**src/hw/flow_defines.svh**
```systemverilog
// Offsets, field positions and reset values of the flow control block
`ifndef FLOW_DEFINES_SVH
`define FLOW_DEFINES_SVH

// ----------------------------------------------------------------------------
// Register offsets
// ----------------------------------------------------------------------------
`define OFS_CFG            4'h1
`define OFS_FLOW           4'h5
`define OFS_ERR            4'h8
`define OFS_OVR            4'hA

// ----------------------------------------------------------------------------
// Field positions
// ----------------------------------------------------------------------------
`define BIT_ABORT          7
`define BIT_TRIGGER        6
`define BIT_RESTART        5
`define BIT_ALT_READY      4
`define BIT_ENABLE         0
`define BIT_SEQUENCE_TRIGGER_MODE      1
`define BIT_DBUF           2
`define BIT_SOFT_RST       3
`define SRC_HI             5
`define SRC_LO             4
`define BIT_SEQUENCE_TRIGGER_ERR       3
`define BIT_RESTART_ERR    2
`define BIT_ALT_ERR        1
`define BIT_RESTART_OVR    0
`define BIT_ABORT_OVR      1

// ----------------------------------------------------------------------------
// Encodings, flag bank layout and reset values
// ----------------------------------------------------------------------------
`define SRC_BUS            2'h0
`define SRC_INTERNAL       2'h1
`define FLG_RESTART_ERR    0
`define FLG_ALT_ERR        1
`define FLG_SEQUENCE_TRIGGER_ERR       2
`define FLG_RESTART_OVR    3
`define FLG_ABORT_OVR      4
`define FLG_COUNT          5
`define RST_BYTE           8'h00
`define RST_FLAGS          5'h00

`endif

```
**src/hw/flow_pkg.sv**
```systemverilog
// Types shared by the flow control block
package flow_pkg;
  typedef logic [3:0] addr_t;
  typedef logic [7:0] byte_t;
  typedef logic [1:0] src_sel_t;
endpackage

```
**src/hw/flow_if.sv**
```systemverilog
// Carrier between the flow control core and its sticky flag bank
`timescale 1ns/1ps
interface flow_if #(parameter int N = 5);
  logic [N-1:0] set;
  logic [N-1:0] w1c;
  logic [N-1:0] flags;
  logic         clr;
  modport ctrl (output set, output w1c, output clr, input flags);
  modport bank (input set, input w1c, input clr, output flags);
endinterface

```
**src/hw/flow_error_flags.sv**
```systemverilog
// Sticky error and overrun flag bank
`timescale 1ns/1ps
`include "flow_defines.svh"
module flow_error_flags #(
  parameter int N = 5
) (
  input  wire logic ref_clk_in,
  input  wire logic rst_in,
  flow_if.bank      fb
);
  logic [N-1:0] flags_r;
  logic [N-1:0] flags_nxt;

  // ----------------------------------------------------------------------------
  // Next value: set beats write-one-clear so no event is lost
  // ----------------------------------------------------------------------------
  always_comb begin
    flags_nxt = fb.clr ? '0 : ((flags_r & ~fb.w1c) | fb.set);
  end

  // Register only
  always_ff @(posedge ref_clk_in or posedge rst_in) begin
    if (rst_in) begin
      flags_r <= '0;
    end else begin
      flags_r <= flags_nxt;
    end
  end

  assign fb.flags = flags_r;
endmodule // flow_error_flags

```
**src/hw/adc_restart_alt_list_ready_input_flow_control.sv**
```systemverilog
// Restart and alternate list flow control of a converter sequencer
//
// The strobed register port and the placing of the registers were chosen for this implementation.
`timescale 1ns/1ps
`include "flow_defines.svh"
module adc_restart_alt_list_ready_input_flow_control (
  input  wire logic           ref_clk_in,
  input  wire logic           rst_in,
  input  wire flow_pkg::addr_t addr_in,
  input  wire flow_pkg::byte_t wr_data_in,
  input  wire logic           wr_in,
  input  wire logic           rd_in,
  output flow_pkg::byte_t     rd_data_out,
  input  wire logic           restart_in,
  input  wire logic           alt_list_ready_input_in,
  input  wire logic           seq_abort_in,
  input  wire logic           trigger_in,
  input  wire logic           stop_exit_in,
  input  wire logic           engine_idle_in,
  input  wire logic           at_list_end_in,
  input  wire logic           cmd_loaded_in,
  input  wire logic           abort_done_in,
  input  wire logic           sample_start_in,
  output logic                restart_request_out,
  output logic                alt_list_ready_out,
  output logic                sequence_trigger_out,
  output logic                sequence_abort_out,
  output logic                fetch_top_out,
  output logic                list_swap_out,
  output logic                restart_error_flag_out,
  output logic                alt_list_error_flag_out,
  output logic                trigger_error_flag_out,
  output logic                restart_overrun_out,
  output logic                abort_overrun_out
);
  import flow_pkg::*;

  // ----------------------------------------------------------------------------
  // State
  // ----------------------------------------------------------------------------
  logic     en_r,    en_nxt;
  logic     tmode_r, tmode_nxt;
  logic     dbm_r,   dbm_nxt;
  src_sel_t src_r,   src_nxt;
  logic     restart_request_r,  restart_request_nxt;
  logic     alt_list_ready_r,  alt_list_ready_nxt;
  logic     sequence_trigger_r,  sequence_trigger_nxt;
  logic     abort_r, abort_nxt;
  logic     first_r, first_nxt;
  logic     fetch_r, fetch_nxt;
  logic     swap_r,  swap_nxt;
  byte_t    rdata_r, rdata_nxt;

  logic     soft_rst;
  logic     hold_clr;
  logic     bus_src;
  logic     int_src;
  logic     wr_flow;
  logic     rs_req;
  logic     tr_req;
  logic     ab_req;
  logic     alt_list_ready_flag;
  logic     alt_list_ready_set;
  logic     restart_evt;
  logic     eol_or_abort;
  logic     auto_abort;
  logic     auto_sequence_trigger;
  logic     swap;
  logic     sequence_trigger_err_set;
  logic     alt_err_set;

  flow_if #(.N(`FLG_COUNT)) fi ();

  flow_error_flags #(.N(`FLG_COUNT)) u_flags (
    .ref_clk_in (ref_clk_in),
    .rst_in     (rst_in),
    .fb         (fi)
  );

  // ----------------------------------------------------------------------------
  // Request decode
  // ----------------------------------------------------------------------------
  // Only one source may steer the bits, so a stray bus write cannot race logic
  always_comb begin
    soft_rst  = wr_in && (addr_in == `OFS_CFG) && wr_data_in[`BIT_SOFT_RST];
    hold_clr  = !en_r || soft_rst;
    bus_src   = (src_r == `SRC_BUS);
    int_src   = (src_r == `SRC_INTERNAL);
    wr_flow   = wr_in && (addr_in == `OFS_FLOW) && bus_src;
    rs_req    = (wr_flow && wr_data_in[`BIT_RESTART]) || (int_src && restart_in);
    tr_req    = (wr_flow && wr_data_in[`BIT_TRIGGER]) || (int_src && trigger_in);
    ab_req    = (wr_flow && wr_data_in[`BIT_ABORT]) || (int_src && seq_abort_in);
    alt_list_ready_flag = bus_src ? wr_data_in[`BIT_ALT_READY] : alt_list_ready_input_in;
    alt_list_ready_set  = rs_req && alt_list_ready_flag && dbm_r && !hold_clr;
  end

  // ----------------------------------------------------------------------------
  // Event qualification
  // ----------------------------------------------------------------------------
  always_comb begin
    restart_evt  = rs_req && !restart_request_r && !hold_clr;
    eol_or_abort = at_list_end_in || abort_r || ab_req;
    auto_abort   = restart_evt && !eol_or_abort;
    auto_sequence_trigger    = restart_evt && tmode_r && eol_or_abort;
    swap         = restart_request_r && cmd_loaded_in && alt_list_ready_r && !hold_clr;
    sequence_trigger_err_set = !hold_clr && ((tr_req && sequence_trigger_r) || (rs_req && tr_req && !tmode_r));
    alt_err_set  = restart_evt && !tmode_r && !alt_list_ready_r && !alt_list_ready_set
                   && !ab_req && !abort_r && !first_r;
  end

  // ----------------------------------------------------------------------------
  // Flag bank drive
  // ----------------------------------------------------------------------------
  // Overruns made sticky
  always_comb begin
    fi.set = '0;
    fi.set[`FLG_RESTART_ERR] = auto_abort;
    fi.set[`FLG_ALT_ERR]     = alt_err_set;
    fi.set[`FLG_SEQUENCE_TRIGGER_ERR]    = sequence_trigger_err_set;
    fi.set[`FLG_RESTART_OVR] = rs_req && restart_request_r && !hold_clr;
    fi.set[`FLG_ABORT_OVR]   = ab_req && abort_r && !hold_clr;
    fi.w1c = '0;
    fi.w1c[`FLG_RESTART_ERR] = wr_in && (addr_in == `OFS_ERR) && wr_data_in[`BIT_RESTART_ERR];
    fi.w1c[`FLG_ALT_ERR]     = wr_in && (addr_in == `OFS_ERR) && wr_data_in[`BIT_ALT_ERR];
    fi.w1c[`FLG_RESTART_OVR] = wr_in && (addr_in == `OFS_OVR) && wr_data_in[`BIT_RESTART_OVR];
    fi.w1c[`FLG_ABORT_OVR]   = wr_in && (addr_in == `OFS_OVR) && wr_data_in[`BIT_ABORT_OVR];
    fi.clr = hold_clr;
  end

  // ----------------------------------------------------------------------------
  // Configuration next values
  // ----------------------------------------------------------------------------
  always_comb begin
    en_nxt    = en_r;
    tmode_nxt = tmode_r;
    dbm_nxt   = dbm_r;
    src_nxt   = src_r;
    if (wr_in && (addr_in == `OFS_CFG)) begin
      en_nxt    = wr_data_in[`BIT_ENABLE];
      tmode_nxt = wr_data_in[`BIT_SEQUENCE_TRIGGER_MODE];
      dbm_nxt   = wr_data_in[`BIT_DBUF];
      src_nxt   = wr_data_in[`SRC_HI:`SRC_LO];
    end
  end

  // ----------------------------------------------------------------------------
  // Flow bit next values
  // ----------------------------------------------------------------------------
  // Sets beat hardware clears for ready, trigger and abort; a restart while restart_request_r is set is dropped as an overrun
  always_comb begin
    restart_request_nxt  = hold_clr ? 1'b0 : (restart_evt || (restart_request_r && !cmd_loaded_in));
    alt_list_ready_nxt  = (hold_clr || !dbm_r) ? 1'b0 : (alt_list_ready_set || (alt_list_ready_r && !swap));
    sequence_trigger_nxt  = hold_clr ? 1'b0 : (tr_req || auto_sequence_trigger || (sequence_trigger_r && !sample_start_in));
    abort_nxt = hold_clr ? 1'b0 : (ab_req || auto_abort || (abort_r && !abort_done_in));
    // Re-armed while disabled, on stop exit and on soft reset
    first_nxt = (hold_clr || stop_exit_in) ? 1'b1 : (first_r && !restart_evt);
    fetch_nxt = restart_request_r && engine_idle_in && !cmd_loaded_in && !hold_clr;
    swap_nxt  = swap;
  end

  // ----------------------------------------------------------------------------
  // Read data, valid only in the cycle after the strobe
  // ----------------------------------------------------------------------------
  always_comb begin
    rdata_nxt = `RST_BYTE;
    if (rd_in) begin
      case (addr_in)
        `OFS_CFG: begin
          rdata_nxt[`BIT_ENABLE]    = en_r;
          rdata_nxt[`BIT_SEQUENCE_TRIGGER_MODE] = tmode_r;
          rdata_nxt[`BIT_DBUF]      = dbm_r;
          rdata_nxt[`SRC_HI:`SRC_LO] = src_r;
        end
        `OFS_FLOW: begin
          rdata_nxt[`BIT_ABORT]     = abort_r;
          rdata_nxt[`BIT_TRIGGER]   = sequence_trigger_r;
          rdata_nxt[`BIT_RESTART]   = restart_request_r;
          rdata_nxt[`BIT_ALT_READY] = alt_list_ready_r;
        end
        `OFS_ERR: begin
          rdata_nxt[`BIT_SEQUENCE_TRIGGER_ERR]    = fi.flags[`FLG_SEQUENCE_TRIGGER_ERR];
          rdata_nxt[`BIT_RESTART_ERR] = fi.flags[`FLG_RESTART_ERR];
          rdata_nxt[`BIT_ALT_ERR]     = fi.flags[`FLG_ALT_ERR];
        end
        `OFS_OVR: begin
          rdata_nxt[`BIT_RESTART_OVR] = fi.flags[`FLG_RESTART_OVR];
          rdata_nxt[`BIT_ABORT_OVR]   = fi.flags[`FLG_ABORT_OVR];
        end
        default: begin
          rdata_nxt = `RST_BYTE; // Unmapped reads as zero
        end
      endcase
    end
  end

  // ----------------------------------------------------------------------------
  // Registers
  // ----------------------------------------------------------------------------
  always_ff @(posedge ref_clk_in or posedge rst_in) begin
    if (rst_in) begin
      en_r    <= 1'b0;
      tmode_r <= 1'b0;
      dbm_r   <= 1'b0;
      src_r   <= `SRC_BUS;
      restart_request_r  <= 1'b0;
      alt_list_ready_r  <= 1'b0;
      sequence_trigger_r  <= 1'b0;
      abort_r <= 1'b0;
      first_r <= 1'b1;
      fetch_r <= 1'b0;
      swap_r  <= 1'b0;
      rdata_r <= `RST_BYTE;
    end else begin
      en_r    <= en_nxt;
      tmode_r <= tmode_nxt;
      dbm_r   <= dbm_nxt;
      src_r   <= src_nxt;
      restart_request_r  <= restart_request_nxt;
      alt_list_ready_r  <= alt_list_ready_nxt;
      sequence_trigger_r  <= sequence_trigger_nxt;
      abort_r <= abort_nxt;
      first_r <= first_nxt;
      fetch_r <= fetch_nxt;
      swap_r  <= swap_nxt;
      rdata_r <= rdata_nxt;
    end
  end

  // ----------------------------------------------------------------------------
  // Outputs, all straight from flops
  // ----------------------------------------------------------------------------
  assign rd_data_out             = rdata_r;
  assign restart_request_out     = restart_request_r;
  assign alt_list_ready_out      = alt_list_ready_r;
  assign sequence_trigger_out    = sequence_trigger_r;
  assign sequence_abort_out      = abort_r;
  assign fetch_top_out           = fetch_r;
  assign list_swap_out           = swap_r;
  assign restart_error_flag_out  = fi.flags[`FLG_RESTART_ERR];
  assign alt_list_error_flag_out = fi.flags[`FLG_ALT_ERR];
  assign trigger_error_flag_out  = fi.flags[`FLG_SEQUENCE_TRIGGER_ERR];
  assign restart_overrun_out     = fi.flags[`FLG_RESTART_OVR];
  assign abort_overrun_out       = fi.flags[`FLG_ABORT_OVR];

  // ----------------------------------------------------------------------------
  // Assertions
  // ----------------------------------------------------------------------------
  property p_fetch_top;
    @(posedge ref_clk_in) disable iff (rst_in)
    restart_request_r && engine_idle_in && !cmd_loaded_in && !hold_clr |=> fetch_top_out ##1 !fetch_top_out || restart_request_r;
  endproperty
  a_fetch_top: assert property (p_fetch_top) else $error("fetch request missing");

  property p_restart_clear;
    @(posedge ref_clk_in) disable iff (rst_in)
    restart_request_r && cmd_loaded_in |=> !restart_request_out;
  endproperty
  a_restart_clear: assert property (p_restart_clear) else $error("restart not cleared");

  property p_enable_gate;
    @(posedge ref_clk_in) disable iff (rst_in)
    !en_r |=> !restart_request_out && !alt_list_ready_out;
  endproperty
  a_enable_gate: assert property (p_enable_gate) else $error("bits set while disabled");

  property p_zero_write;
    @(posedge ref_clk_in) disable iff (rst_in)
    wr_flow && !wr_data_in[`BIT_RESTART] |=> restart_request_out == $past(restart_request_r && !cmd_loaded_in && !hold_clr);
  endproperty
  a_zero_write: assert property (p_zero_write) else $error("zero write changed restart");

  property p_overrun;
    @(posedge ref_clk_in) disable iff (rst_in)
    rs_req && restart_request_r && !hold_clr |=> restart_overrun_out;
  endproperty
  a_overrun: assert property (p_overrun) else $error("restart overrun lost");

  property p_auto_sequence_trigger;
    @(posedge ref_clk_in) disable iff (rst_in)
    restart_evt && tmode_r && at_list_end_in |=> sequence_trigger_out && restart_request_out;
  endproperty
  a_auto_sequence_trigger: assert property (p_auto_sequence_trigger) else $error("trigger not set with restart");

  property p_swap;
    @(posedge ref_clk_in) disable iff (rst_in)
    restart_request_r && alt_list_ready_r && cmd_loaded_in && !hold_clr && !alt_list_ready_set |=> list_swap_out && !alt_list_ready_out;
  endproperty
  a_swap: assert property (p_swap) else $error("list swap missing");

  property p_dbuf_force;
    @(posedge ref_clk_in) disable iff (rst_in)
    !dbm_r |=> !alt_list_ready_out;
  endproperty
  a_dbuf_force: assert property (p_dbuf_force) else $error("ready set without double buffer");

  property p_ready_hold;
    @(posedge ref_clk_in) disable iff (rst_in)
    alt_list_ready_r && wr_flow && dbm_r && !hold_clr && !swap |=> alt_list_ready_out;
  endproperty
  a_ready_hold: assert property (p_ready_hold) else $error("bus write cleared ready");

  property p_ready_sample;
    @(posedge ref_clk_in) disable iff (rst_in)
    int_src && restart_in && !alt_list_ready_r |=> alt_list_ready_out == $past(alt_list_ready_input_in && dbm_r && !hold_clr);
  endproperty
  a_ready_sample: assert property (p_ready_sample) else $error("ready input not sampled");

  property p_alt_err;
    @(posedge ref_clk_in) disable iff (rst_in)
    alt_err_set |=> alt_list_error_flag_out;
  endproperty
  a_alt_err: assert property (p_alt_err) else $error("missing list error lost");

  property p_first_exempt;
    @(posedge ref_clk_in) disable iff (rst_in)
    restart_evt && first_r && !alt_list_error_flag_out && !soft_rst |=> !alt_list_error_flag_out;
  endproperty
  a_first_exempt: assert property (p_first_exempt) else $error("first restart raised error");

  property p_sequence_trigger_combo;
    @(posedge ref_clk_in) disable iff (rst_in)
    rs_req && tr_req && !tmode_r && !hold_clr |=> trigger_error_flag_out;
  endproperty
  a_sequence_trigger_combo: assert property (p_sequence_trigger_combo) else $error("restart with trigger not flagged");

  property p_abort_combo;
    @(posedge ref_clk_in) disable iff (rst_in)
    restart_evt && ab_req |-> !fi.set[`FLG_RESTART_ERR] && !fi.set[`FLG_ALT_ERR];
  endproperty
  a_abort_combo: assert property (p_abort_combo) else $error("abort restart raised error");

  property p_auto_abort;
    @(posedge ref_clk_in) disable iff (rst_in)
    restart_evt && !at_list_end_in && !abort_r && !ab_req |=> sequence_abort_out && restart_error_flag_out;
  endproperty
  a_auto_abort: assert property (p_auto_abort) else $error("premature restart not aborted");

  property p_sequence_trigger_ovr;
    @(posedge ref_clk_in) disable iff (rst_in)
    wr_flow && wr_data_in[`BIT_TRIGGER] && sequence_trigger_r && !hold_clr |=> trigger_error_flag_out && sequence_trigger_out;
  endproperty
  a_sequence_trigger_ovr: assert property (p_sequence_trigger_ovr) else $error("trigger overrun mishandled");
endmodule // adc_restart_alt_list_ready_input_flow_control

```
**config.mk**
```make
export PLATFORM = sky130hd
export DESIGN_NAME = adc_restart_alt_list_ready_input_flow_control
export DESIGN_NICKNAME = d
export VERILOG_FILES = /design/src/hw/flow_pkg.sv /design/src/hw/flow_if.sv /design/src/hw/flow_error_flags.sv /design/src/hw/adc_restart_alt_list_ready_input_flow_control.sv
export VERILOG_INCLUDE_DIRS = /design/src /design/src/hw
export SDC_FILE = /design/constraint.sdc
export NUM_CORES = 1
export LEC_CHECK = 0
export ABC_CLOCK_PERIOD_IN_PS = 2700
export BUFFER_PORTS_ARGS = -buffer_cell sky130_fd_sc_hd__buf_2
export CAP_MARGIN = 30
export CORE_ASPECT_RATIO = 1.1
export CORE_MARGIN = 8
export CORE_UTILIZATION = 52
export DETAILED_ROUTE_END_ITERATION = 10
export PLACE_DENSITY = 0.84
export SETUP_SLACK_MARGIN = 0.5
export SKIP_LAST_GASP = 1
export SYNTH_ARGS = -nofsm -noshare
export SYNTH_HDL_FRONTEND = slang
export SYNTH_SLANG_ARGS = --single-unit
```
**constraint.sdc**
```tcl
create_clock -name ref_clk_in -period 2.7 [get_ports ref_clk_in]
set_clock_uncertainty 0.15 [all_clocks]
set_input_delay 0.27 -clock ref_clk_in [delete_from_list [all_inputs] [get_ports ref_clk_in]]
set_output_delay 0.27 -clock ref_clk_in [all_outputs]
set_load 0.01 [all_outputs]
```
==> summary.md, run 1 <==
| Metric | Value |
|---|---|
| Via/cell ratio | `6.016` |
| Launching instance or port of the critical path | `addr_in[1]` |
| Unrepaired setup endpoints after global routing | `no` |
| Number of iterations in the first detailed-routing pass | `5` |
| Post-Synthesis Cell Area | `1235 um2` |
| Normalized max-slew margin | `39.68%` |
| Total power divided by cell area | `507.5 nW/um2` |
| Top layer in use | `met4` |
| Biggest area contributors in the synthesized netlist | `dfrtp_1 49%, mux2_2 5.5%, a22oi_1 4.9%, inv_1 2.4%, nand2_1 2.4%` |
| Net count of the mapped netlist | `136` |
| Die span in y | `67.11 um` |
| Width of the chip | `62.47 um` |
| Largest net degree at the start of global routing | `26` |
| Worst min-delay path category | `input port to flop` |
| Area after detailed placement | `1470 um2` |
| Clock transition at path regs | `0.13 ns` |
| Core region area | `2252 um2` |
| Setup total negative slack | `0 ns` |
| Share of the yosys chip area belonging to registers | `50.76%` |
| CTS tree | `yes` |
| Number of vias after detailed routing | `1137` |
| Share of post-route cells with drive strength above 1 | `41.51%` |
| Number of enable-type register cells in the synthesized netlist | `0` |
| Design Area, Final | `1538 um2` |
| HPWL Detailed | `2.469 mm` |
| Remaining routing DRC violations | `0` |
| Routability cong. | `0.8627` |
| Final critical-path required period | `1.990 ns` |
| Source of the worst register-to-register timing path | `src_r[0]` |
| Number of CTS-inserted buffers | `3` |
| Core Util, Final | `68.28%` |
| Avg Synthesized Cell Area | `11.23 um2` |
| Commonest register cell after synthesis | `dfrtp_1` |
| Clock insertion delay at the later pin of the skew report | `0.32 ns` |
| Highest ir drop seen on vdd | `512.0 uV` |
| Met2 wirelength from detailed routing | `1.662 mm` |
| Leakage Power | `0.0007728 uW` |
| CTS max path bufs | `2` |
| Routed wirelength normalized by instance count | `17.00 um` |
| Buffer count from post-CTS setup fixing | `0` |
| Top-count cell post-synth | `dfrtp_1` |
| Area share of the largest cell type after synthesis | `48.63%` |
| Seq cells post-synth | `25` |
| Post-route total power | `780.4 uW` |
| WL final | `3.213 mm` |
| Wire length on met3 | `363 um` |
| Type of the setup path with the least slack | `input port to flop` |
| Number of nets still failing antenna checks after routing | `0` |
| Maximum clock frequency | `502.5 MHz` |
| Antenna cells | `0` |
| Count of standard-cell rows | `18` |
| Total of warnings raised by yosys | `0` |
| Worst path required time | `2.77 ns` |
| # nets final | `186` |
| Result of the run | `finished clean` |
| Worst Path Arrival | `2.06 ns` |
| Wire length of the first global-routing pass | `5.099 mm` |
| Initial core utilization | `54.83%` |
| Port buffer count | `44` |
| Placement Setup Slack | `0.8126 ns` |
| Overflow left after global routing | `0` |
| Routed metal-1 wirelength | `1.108 mm` |
| Number of max-slew violations in the final report | `0` |
| Clock tree root buffer cell | `clkbuf_4` |
| Setup-failing EPs final | `0` |
| R2r worst-path depth | `4` |
| Share of synthesized flip-flops with an asynchronous set or reset | `100.0%` |
| CP Max Fanout | `10` |
| Most frequent cells after synthesis | `24 x dfrtp_1, 8 x a22oi_1, 8 x inv_1, 8 x nand2_1` |
| # IOs | `45` |
| Number of DRC markers in iteration 0 | `47` |
| Number of antenna violations at the first check in global routing | `0` |
| Number of violations of the max-capacitance limit | `0` |
| Fin. Hold Viols | `0` |
| Number of clock sinks | `25` |
| Leading area contributor after synthesis | `dfrtp_1` |
| Area growth from synthesis to final layout | `24.52%` |
| Worst hold path stage count | `2` |
| Setup slack, reg-to-reg | `0.89 ns` |
| Final cycle utilization of the critical path | `73.70%` |
| Area of the die | `4192 um2` |
| Launch instance of the worst min-delay path | `wr_data_in[4]` |
| Kind of start point of the critical path | `input port` |
| Count of different cell masters after synthesis | `38` |
| Mapped Cells | `110` |
| Slew at the pin closest to its max-slew limit | `0.9038 ns` |
| H-tree levels | `1` |
| Critical Path End Type | `flop` |
| Global router's overall resource usage | `14.97%` |
| Setup slack of the critical path after layout | `0.7100 ns` |
| Via count of the first global-routing pass | `1138` |
| Post-cts resize count | `0` |
[final timing paths]
check / endpoint
max: fetch_top_out
min: src_r[0]
max reg2reg: sequence_trigger_out
min reg2reg: u_flags.fb.flags[2]
max in group asynchronous: u_flags.fb.flags[0]
min in group asynchronous: fetch_top_out
[critical path: stages]
cell and delay [ns]:
buf_2 0.14, or4b_4 0.57, o31ai_4 0.42, nor3_1 0.09, dlygate4sd3_1 0.57
[flip-flops by register name, summed over array words and instances, names as in the netlist]
signal	count
rd_data_out	8
u_flags.fb.flags	5
src_r	2
alt_list_ready_out	1
dbm_r	1
en_r	1
fetch_top_out	1
first_r	1
list_swap_out	1
restart_request_out	1
sequence_abort_out	1
sequence_trigger_out	1
tmode_r	1
[layer usage]
layer	vias up	GRT usage, %
met2	81	27.30
met4	0	7.692
met5	-	0
li1	509	-
met3	12	4.530
met1	535	15.55
[placed cells by master (no fill, tap or decap), drive strengths merged]
cell type,n
a41o,3
dfrtp,24
a21boi,1
o31ai,1
nand2b,1
inv,8
a21oi,5
o31a,1
clkbuf,3
nor4b,2
nand4,3
nand3,4
and4bb,2
dlygate4sd3,4
dfstp,1
o2111ai,1
buf,45
a21o,1
and3b,2
a32oi,1
a31o,1
clkinv,1
nor4,1
a211o,1
a41oi,2
or4b,1
nand3b,1
nand2,8
mux2,6
nor2b,4
o21ai,2
nor2,6
and3,3
nor3,1
a22oi,8
[power breakdown]
group / switching (uW) / total, uW / internal, uW
sequential: 41.3 / 444 / 403
clock: 111 / 166 / 55.7
combinational: 91.3 / 170 / 78.5
total: 243 / 780 / 537
[stage by stage]
stage	hold WS, ns	instances
6_report	0.03751	189
5_1_grt	0.03261	189
4_1_cts	0.03521	189
3_5_place_dp	0.3315	181
3_3_place_gp	0.3147	181
2_1_floorplan	0.1466	110
[layout make-up]
| cell class | count | area (um2) |
|---|---|---|
| Inverter | 8 | 30.03 |
| Multi-Input combinational cell | 73 | 548.0 |
| Fill cell | 191 | 714.4 |
| Clock inverter | 1 | 5.005 |
| Clock buffer | 3 | 22.52 |
| Timing Repair Buffer | 49 | 267.8 |
| Tap cell | 30 | 37.54 |
| Sequential cell | 25 | 626.9 |
[cells by family after synthesis]
| kind of cell | Yosys count | share of synthesized area (%) |
|---|---|---|
| AO/OA/AOI/OAI | 28 | 18.54 |
| buffers and inverters | 12 | 4.863 |
| flip-flops | 25 | 50.76 |
| multiplexers | 6 | 5.471 |
| AND/OR/NAND/NOR | 39 | 20.36 |
[timing repair]
item	in CTS	in global routing
hold buffers	4	0
endpoints found under the hold margin	27	0
setup endpoints to repair	0	0
No activity file was read; power rests on OpenSTA's default activity.
==> run 2, diff against run 1 <==
--- a/config.mk
+++ b/config.mk
@@ -6,14 +6,14 @@
 export SDC_FILE = /design/constraint.sdc
 export NUM_CORES = 1
 export LEC_CHECK = 0
-export ABC_CLOCK_PERIOD_IN_PS = 2700
+export ABC_CLOCK_PERIOD_IN_PS = 2000
 export BUFFER_PORTS_ARGS = -buffer_cell sky130_fd_sc_hd__buf_2
 export CAP_MARGIN = 30
 export CORE_ASPECT_RATIO = 1.1
 export CORE_MARGIN = 8
-export CORE_UTILIZATION = 52
+export CORE_UTILIZATION = 48
 export DETAILED_ROUTE_END_ITERATION = 10
-export PLACE_DENSITY = 0.84
+export PLACE_DENSITY = 0.79
 export SETUP_SLACK_MARGIN = 0.5
 export SKIP_LAST_GASP = 1
 export SYNTH_ARGS = -nofsm -noshare
==> constraint.sdc (replaced) <==
create_clock -name ref_clk_in -period 2 [get_ports ref_clk_in]
set_clock_uncertainty 0.15 [all_clocks]
set_input_delay 0.2 -clock ref_clk_in [delete_from_list [all_inputs] [get_ports ref_clk_in]]
set_output_delay 0.2 -clock ref_clk_in [all_outputs]
set_load 0.01 [all_outputs]
==> run 2 against run 1 <==
  * Global-route usage shrank 0.58 points
  * Cell count rose by 6.9%
  * Hold slack got worse by 0.019 ns
  * Sequential cell count did not move
  * Utilization fell by 0.41 points
  * Clock power up 31%
  * Worst setup slack worse by 0.24 ns
  * Register-to-register slack got worse by 0.42 ns
  * Critical path depth is 1 lower
  * Sequential power increased by 36%
  * Power grew 44%
  * First-iteration DRC count grew 34%
  * Critical path type is now flop to flop
  * Critical endpoint is now u_flags.fb.flags[1]
==> summary.md, run 2 (synthesis results as in run 1) <==
| Metric | Value |
|---|---|
| Total power divided by cell area | `671.8 nW/um2` |
| Area growth from synthesis to final layout | `35.87%` |
| Number of DRC markers in iteration 0 | `63` |
| Leading cell types in the layout, fill and taps excluded | `44 x buf_2, 22 x dfrtp_1` |
| Met1 Resource Use GR | `15.65%` |
| Final critical-path required period | `1.532 ns` |
| Normalized max-slew margin | `72.58%` |
| Port buffer count | `44` |
| Remaining routing DRC violations | `0` |
| Count of placed standard cells in the final layout, fillers left out | `202` |
| Worst Path Arrival | `1.63 ns` |
| Clock insertion delay at the later pin of the skew report | `0.31 ns` |
| CTS max path bufs | `2` |
| Number of vias after detailed routing | `1183` |
| Antenna cells | `0` |
| Number of CTS-inserted buffers | `3` |
| Routability cong. | `0.9034` |
| Top Usage Layer GRT | `met2` |
| Fillers | `203` |
| Register cell area after layout | `629.4 um2` |
| Number of nets still failing antenna checks after routing | `0` |
| Placed Instances | `184` |
| Largest net degree at the start of global routing | `26` |
| Setup-failing EPs final | `0` |
| Flip-flop count of the largest register after layout | `8` |
| Core region area | `2472 um2` |
| Routed wirelength normalized by instance count | `16.71 um` |
| Wire length of the first global-routing pass | `5.340 mm` |
| H-tree levels | `1` |
| Core Util, Final | `67.86%` |
| Number of antenna violations at the first check in global routing | `0` |
| Leading cell type in the layout, fill and taps excluded | `buf_2` |
| Number of violations of the max-capacitance limit | `0` |
| Critical Path End Type | `flop` |
| WL final | `3.375 mm` |
| Count of standard-cell rows | `19` |
| Clock tree root buffer cell | `clkbuf_4` |
| Number of iterations in the first detailed-routing pass | `5` |
| Highest ir drop seen on vdd | `492.6 uV` |
| HPWL Detailed | `2.448 mm` |
| Slew at the pin closest to its max-slew limit | `0.4096 ns` |
| Maximum clock frequency | `652.7 MHz` |
| Unrepaired setup endpoints after global routing | `yes` |
| # IOs | `45` |
| Setup total negative slack | `0 ns` |
| Clock transition at path regs | `0.13 ns` |
| Initial core utilization | `49.95%` |
| Placement Setup Slack | `0.2030 ns` |
| Number of clock sinks | `25` |
| Leakage Power | `0.0008268 uW` |
| Setup slack of the critical path after layout | `0.4679 ns` |
| Overflow left after global routing | `0` |
| Number of max-slew violations in the final report | `0` |
| Global Route met2 Usage | `24.67%` |
| Via count of the first global-routing pass | `1160` |
| Worst path required time | `2.10 ns` |
| Met3 Use GR | `4.039%` |
| Final worst hold slack | `0.01809 ns` |
| Via/cell ratio | `5.856` |
| Area of the die | `4454 um2` |
| Share of post-route cells with drive strength above 1 | `46.78%` |
| CTS tree | `yes` |
| Worst min-delay path category | `input port to flop` |
| Die span in y | `69.20 um` |
| # nets final | `198` |
| Type of the setup path with the least slack | `flop to flop` |
| Width of the chip | `64.36 um` |
| Global router's overall resource usage | `14.39%` |
| Area of the multi-input gates | `593.1 um2` |
| CP Max Fanout | `6` |
| Kind of start point of the critical path | `flop` |
| Result of the run | `finished clean` |
| Final cycle utilization of the critical path | `76.61%` |
| Fin. Hold Viols | `0` |
run 2: path summary, 6_finish.rpt:
path / from / to / slack (ns) / depth (start not counted)
setup / recovery: src_r[0] / u_flags.fb.flags[1] / 0.47 / 4
hold / removal: rd_in / rd_data_out[4] / 0.02 / 2
setup reg to reg: src_r[0] / u_flags.fb.flags[1] / 0.47 / 4
hold reg to reg: u_flags.fb.flags[2] / u_flags.fb.flags[2] / 0.39 / 2
max in group asynchronous: rst_in / first_r / 1.10 / 4
min in group asynchronous: rst_in / fetch_top_out / 0.31 / 4
run 2: critical path, cell delays in order (launching register included):
cell and delay, ns:
dfrtp_2 0.46, nor2_4 0.20, mux2_4 0.34, a41o_1 0.22
a21oi_2 0.10
run 2: metrics by stage:
step | power [uW] | cell area [um2]
finish | 1127 | 1678
detailed placement | 836.0 | 1489
CTS | 1097 | 1633
floorplan | 746.9 | 1237
global placement | 825.6 | 1489
global route | 1185 | 1678
run 2: layout make-up:
| class | instances | share of cell area [%] |
|---|---|---|
| Inverter | 8 | 1.790 |
| Tap cell | 31 | 2.312 |
| Clock buffer | 4 | 1.566 |
| Sequential cell | 25 | 37.51 |
| Timing Repair Buffer | 60 | 21.48 |
| Multi-Input combinational cell | 74 | 35.35 |
run 2: report_power, final:
group	switching, uW	internal, uW
combinational	151	156
clock	140	77.9
sequential	56.6	546
total	347	780
run 2: routing by layer:
metal / vias to the layer above / wire length (um)
li1: 537 / -
met2: 76 / 1711
met3: 12 / 311
met5: - / 0
met1: 558 / 1284
met4: 0 / 66
run 2: what timing repair did:
action / in CTS / in global routing
cloned: 0 / 1
pin swaps: 3 / 3
resized for setup: 6 / 3
endpoints found under the hold margin: 32 / 0
buffers inserted: 2 / 3
endpoints found under the setup margin: 9 / 8
hold buffers: 8 / 0
==> run 3, diff against run 2 <==
--- a/config.mk
+++ b/config.mk
@@ -6,14 +6,15 @@
 export SDC_FILE = /design/constraint.sdc
 export NUM_CORES = 1
 export LEC_CHECK = 0
-export ABC_CLOCK_PERIOD_IN_PS = 2000
+export ABC_AREA = 1
+export ABC_CLOCK_PERIOD_IN_PS = 1300
 export BUFFER_PORTS_ARGS = -buffer_cell sky130_fd_sc_hd__buf_2
 export CAP_MARGIN = 30
 export CORE_ASPECT_RATIO = 1.1
 export CORE_MARGIN = 8
-export CORE_UTILIZATION = 48
+export CORE_UTILIZATION = 43
 export DETAILED_ROUTE_END_ITERATION = 10
-export PLACE_DENSITY = 0.79
+export PLACE_DENSITY = 0.75
 export SETUP_SLACK_MARGIN = 0.5
 export SKIP_LAST_GASP = 1
 export SYNTH_ARGS = -nofsm -noshare
==> constraint.sdc (replaced) <==
create_clock -name ref_clk_in -period 1.3 [get_ports ref_clk_in]
set_clock_uncertainty 0.15 [all_clocks]
set_input_delay 0.13 -clock ref_clk_in [delete_from_list [all_inputs] [get_ports ref_clk_in]]
set_output_delay 0.13 -clock ref_clk_in [all_outputs]
set_load 0.01 [all_outputs]
==> run 3 against run 2 <==
  * The flow now finishes with violations (hold timing, setup timing)
  * Cell count up 30%
  * Critical endpoint is now u_flags.fb.flags[0]
  * Combinational power up 120%
  * Worst setup slack worse by 0.69 ns
  * Highest routed layer unchanged
  * Clock power up 63%
  * Synthesized cell count up 36%
  * Sequential share of layout area down 6.4 points
  * Wire length up 32%
  * Utilization up 6.4 points
==> summary.md, run 3 <==
| Metric | Value |
|---|---|
| Result of the run | `finished, violations left` |
| Violated checks | `hold timing, setup timing` |
| Seq cells post-synth | `25` |
| Type of the setup path with the least slack | `flop to flop` |
| Slew at the pin closest to its max-slew limit | `0.4351 ns` |
| Share of post-route cells with drive strength above 1 | `59.57%` |
| Routed wirelength normalized by instance count | `16.98 um` |
| Number of violations of the max-capacitance limit | `0` |
| Clock transition at path regs | `0.14 ns` |
| Global router's overall resource usage | `15.74%` |
| Number of antenna violations at the first check in global routing | `0` |
| Share of synthesized flip-flops with an asynchronous set or reset | `100.0%` |
| Kind of start point of the critical path | `flop` |
| Avg Synthesized Cell Area | `8.058 um2` |
| Setup slack of the critical path after layout | `-0.2195 ns` |
| Final worst hold slack | `-0.3790 ns` |
| Initial core utilization | `44.31%` |
| Normalized max-slew margin | `70.96%` |
| Proportion of power drawn by the clock network | `18.5%` |
| Mapped Cells | `150` |
| # IOs | `45` |
| Biggest area contributors in the synthesized netlist | `dfrtp_1 50%, nand2_1 13%, nand3_1 7.0%, inv_1 5.0%, a21oi_1 3.7%` |
| Leading area contributor after synthesis | `dfrtp_1` |
| Wire length of the first global-routing pass | `5.954 mm` |
| HPWL Detailed | `2.780 mm` |
| Via/cell ratio | `5.399` |
| Number of enable-type register cells in the synthesized netlist | `0` |
| Antenna cells | `0` |
| Via count of the first global-routing pass | `1354` |
| Leakage Power | `0.001032 uW` |
| Number of CTS-inserted buffers | `3` |
| Top-count cell post-synth | `nand2_1` |
| Unrepaired setup endpoints after global routing | `yes` |
| Share of the yosys chip area belonging to registers | `51.86%` |
| Count of standard-cell rows | `20` |
| Width of the chip | `66.55 um` |
| Final cycle utilization of the critical path | `116.9%` |
| Fin. Hold Viols | `36` |
| Leading cell types in the layout, fill and taps excluded | `39 x buf_2, 28 x nand2_1, 22 x dfrtp_1, 17 x buf_4, 15 x buf_6` |
| Commonest register cell after synthesis | `dfrtp_1` |
| P_int | `1255 uW` |
| Flip-flop count of the largest register after layout | `8` |
| Final critical-path required period | `1.520 ns` |
| Number of nets still failing antenna checks after routing | `0` |
| Die span in y | `71.61 um` |
| Core region area | `2728 um2` |
| Net Switching | `670.4 uW` |
| Setup total negative slack | `-1.482 ns` |
| Remaining routing DRC violations | `0` |
| CTS tree | `yes` |
| H-tree levels | `1` |
| Worst path required time | `1.42 ns` |
| Area share of the largest cell type after synthesis | `49.69%` |
| Area of the die | `4765 um2` |
| Number of vias after detailed routing | `1420` |
| Port buffer count | `44` |
| Routability cong. | `0.8461` |
| Post-Synthesis Cell Area | `1209 um2` |
| Worst min-delay path category | `input port to asynchronous set/reset pin` |
| Area after detailed placement | `1608 um2` |
| CP Max Fanout | `5` |
| Total power divided by cell area | `950.3 nW/um2` |
| Setup-failing EPs final | `9` |
| WL final | `4.466 mm` |
| Total of warnings raised by yosys | `0` |
| Overflow left after global routing | `0` |
| # nets final | `257` |
| Maximum clock frequency | `658.1 MHz` |
| Leading cell type in the layout, fill and taps excluded | `buf_2` |
| Highest ir drop seen on vdd | `862.6 uV` |
| Area growth from synthesis to final layout | `67.60%` |
| Most frequent cells after synthesis | `41 x nand2_1, 24 x dfrtp_1, 17 x nand3_1, 16 x inv_1, 11 x nor2_1` |
| Share of power burned in combinational logic | `34.9%` |
| Net count of the mapped netlist | `176` |
| Worst Path Arrival | `1.64 ns` |
| Design Area, Final | `2026 um2` |
| Core Util, Final | `74.27%` |
| Number of iterations in the first detailed-routing pass | `4` |
| Number of clock sinks | `25` |
| CTS max path bufs | `2` |
| Largest net degree at the start of global routing | `18` |
| Post-route total power | `1925 uW` |
| Number of max-slew violations in the final report | `0` |
| Switching share of power | `34.83%` |
| Number of DRC markers in iteration 0 | `90` |
| Clock insertion delay at the later pin of the skew report | `0.32 ns` |
| Flop pwr share | `46.6%` |
| Count of different cell masters after synthesis | `20` |
| Clock tree root buffer cell | `clkbuf_4` |
| Critical Path End Type | `flop` |
run 3: cell types whose count changed in the layout (fill, tap and decap cells not counted), moves of 5 or more:
cell           previous run  this run
nand2_1                   8        28
buf_6                     0        15
inv_2                     0        11
nand2_2                   0        11
buf_4                     8        17
nand3_1                   4        12
nand2_4                   0         7
a21oi_2                   1         7
a22oi_1                   6         0
dlygate4sd3_1             8         2
buf_2                    44        39
mux2_2                    5         0
nand3_2                   0         5
run 3: area by class of cell:
type / instances / area [um2]
clock buffer: 3 / 22.52
multi-input combinational: 106 / 694.4
fill: 183 / 701.9
clock inverter: 1 / 5.005
tap: 33 / 41.29
timing repair buffer: 76 / 561.8
sequential: 25 / 629.4
inverter: 19 / 71.32
run 3: what timing repair did:
action	in CTS	in global routing
setup endpoints to repair	42	44
setup buffers	11	7
hold buffers	1	1
hold endpoints to repair	39	38
pin swaps	14	14
resized for setup	28	38
run 3: worst paths after layout:
kind / start / to / slack (ns) / depth (start not counted)
min in group ref_clk_in: wr_data_in[4] / src_r[0] / -0.13 / 3
hold / removal: rst_in / u_flags.fb.flags[2] / -0.38 / 2
max in group asynchronous: rst_in / en_r / 0.93 / 3
setup reg to reg: src_r[0] / u_flags.fb.flags[0] / -0.22 / 8
hold reg to reg: first_r / first_r / 0.35 / 2
setup / recovery: src_r[0] / u_flags.fb.flags[0] / -0.22 / 8
run 3: per-stage QoR:
| step | instances | setup WS, ns |
|---|---|---|
| 2_1_floorplan | 150 | -0.07715 |
| 3_3_place_gp | 239 | -0.05209 |
| 6_report | 263 | -0.2195 |
| 4_1_cts | 255 | -0.1418 |
| 3_5_place_dp | 239 | -0.1081 |
| 5_1_grt | 263 | -0.2782 |
run 3: kinds of logic after synthesis:
group                  Yosys count  synth area share, %
AO/OA/AOI/OAI                   18                7.764
buffers and inverters           19                5.901
flip-flops                      25                51.86
AND/OR/NAND/NOR                 88                34.47
run 3: routing by layer:
layer / wire length (um) / track usage (%) / vias up
li1: - / - / 647
met1: 1693 / 17.44 / 682
met2: 2343 / 27.55 / 77
met3: 310 / 3.276 / 14
met4: 119 / 7.126 / 0
met5: 0 / 0 / -
run 3: power groups by stage:
stage               registers (uW)  clock network [uW]  logic, uW
detailed placement             897                   0        413
global placement               891                   0        405
CTS                            883                 354        488
finish                         897                 356        671
floorplan                      897                   0        204
global route                   903                 396        711
run 3: worst max-delay path: stages, from the launching register on:
cell and delay, ns:
dfrtp_1 0.43, inv_2 0.08, nand2_4 0.06, nor2_4 0.10, nand3_2 0.11, nand2_4 0.10
nand3_4 0.10, or2_4 0.25, nand2_1 0.08
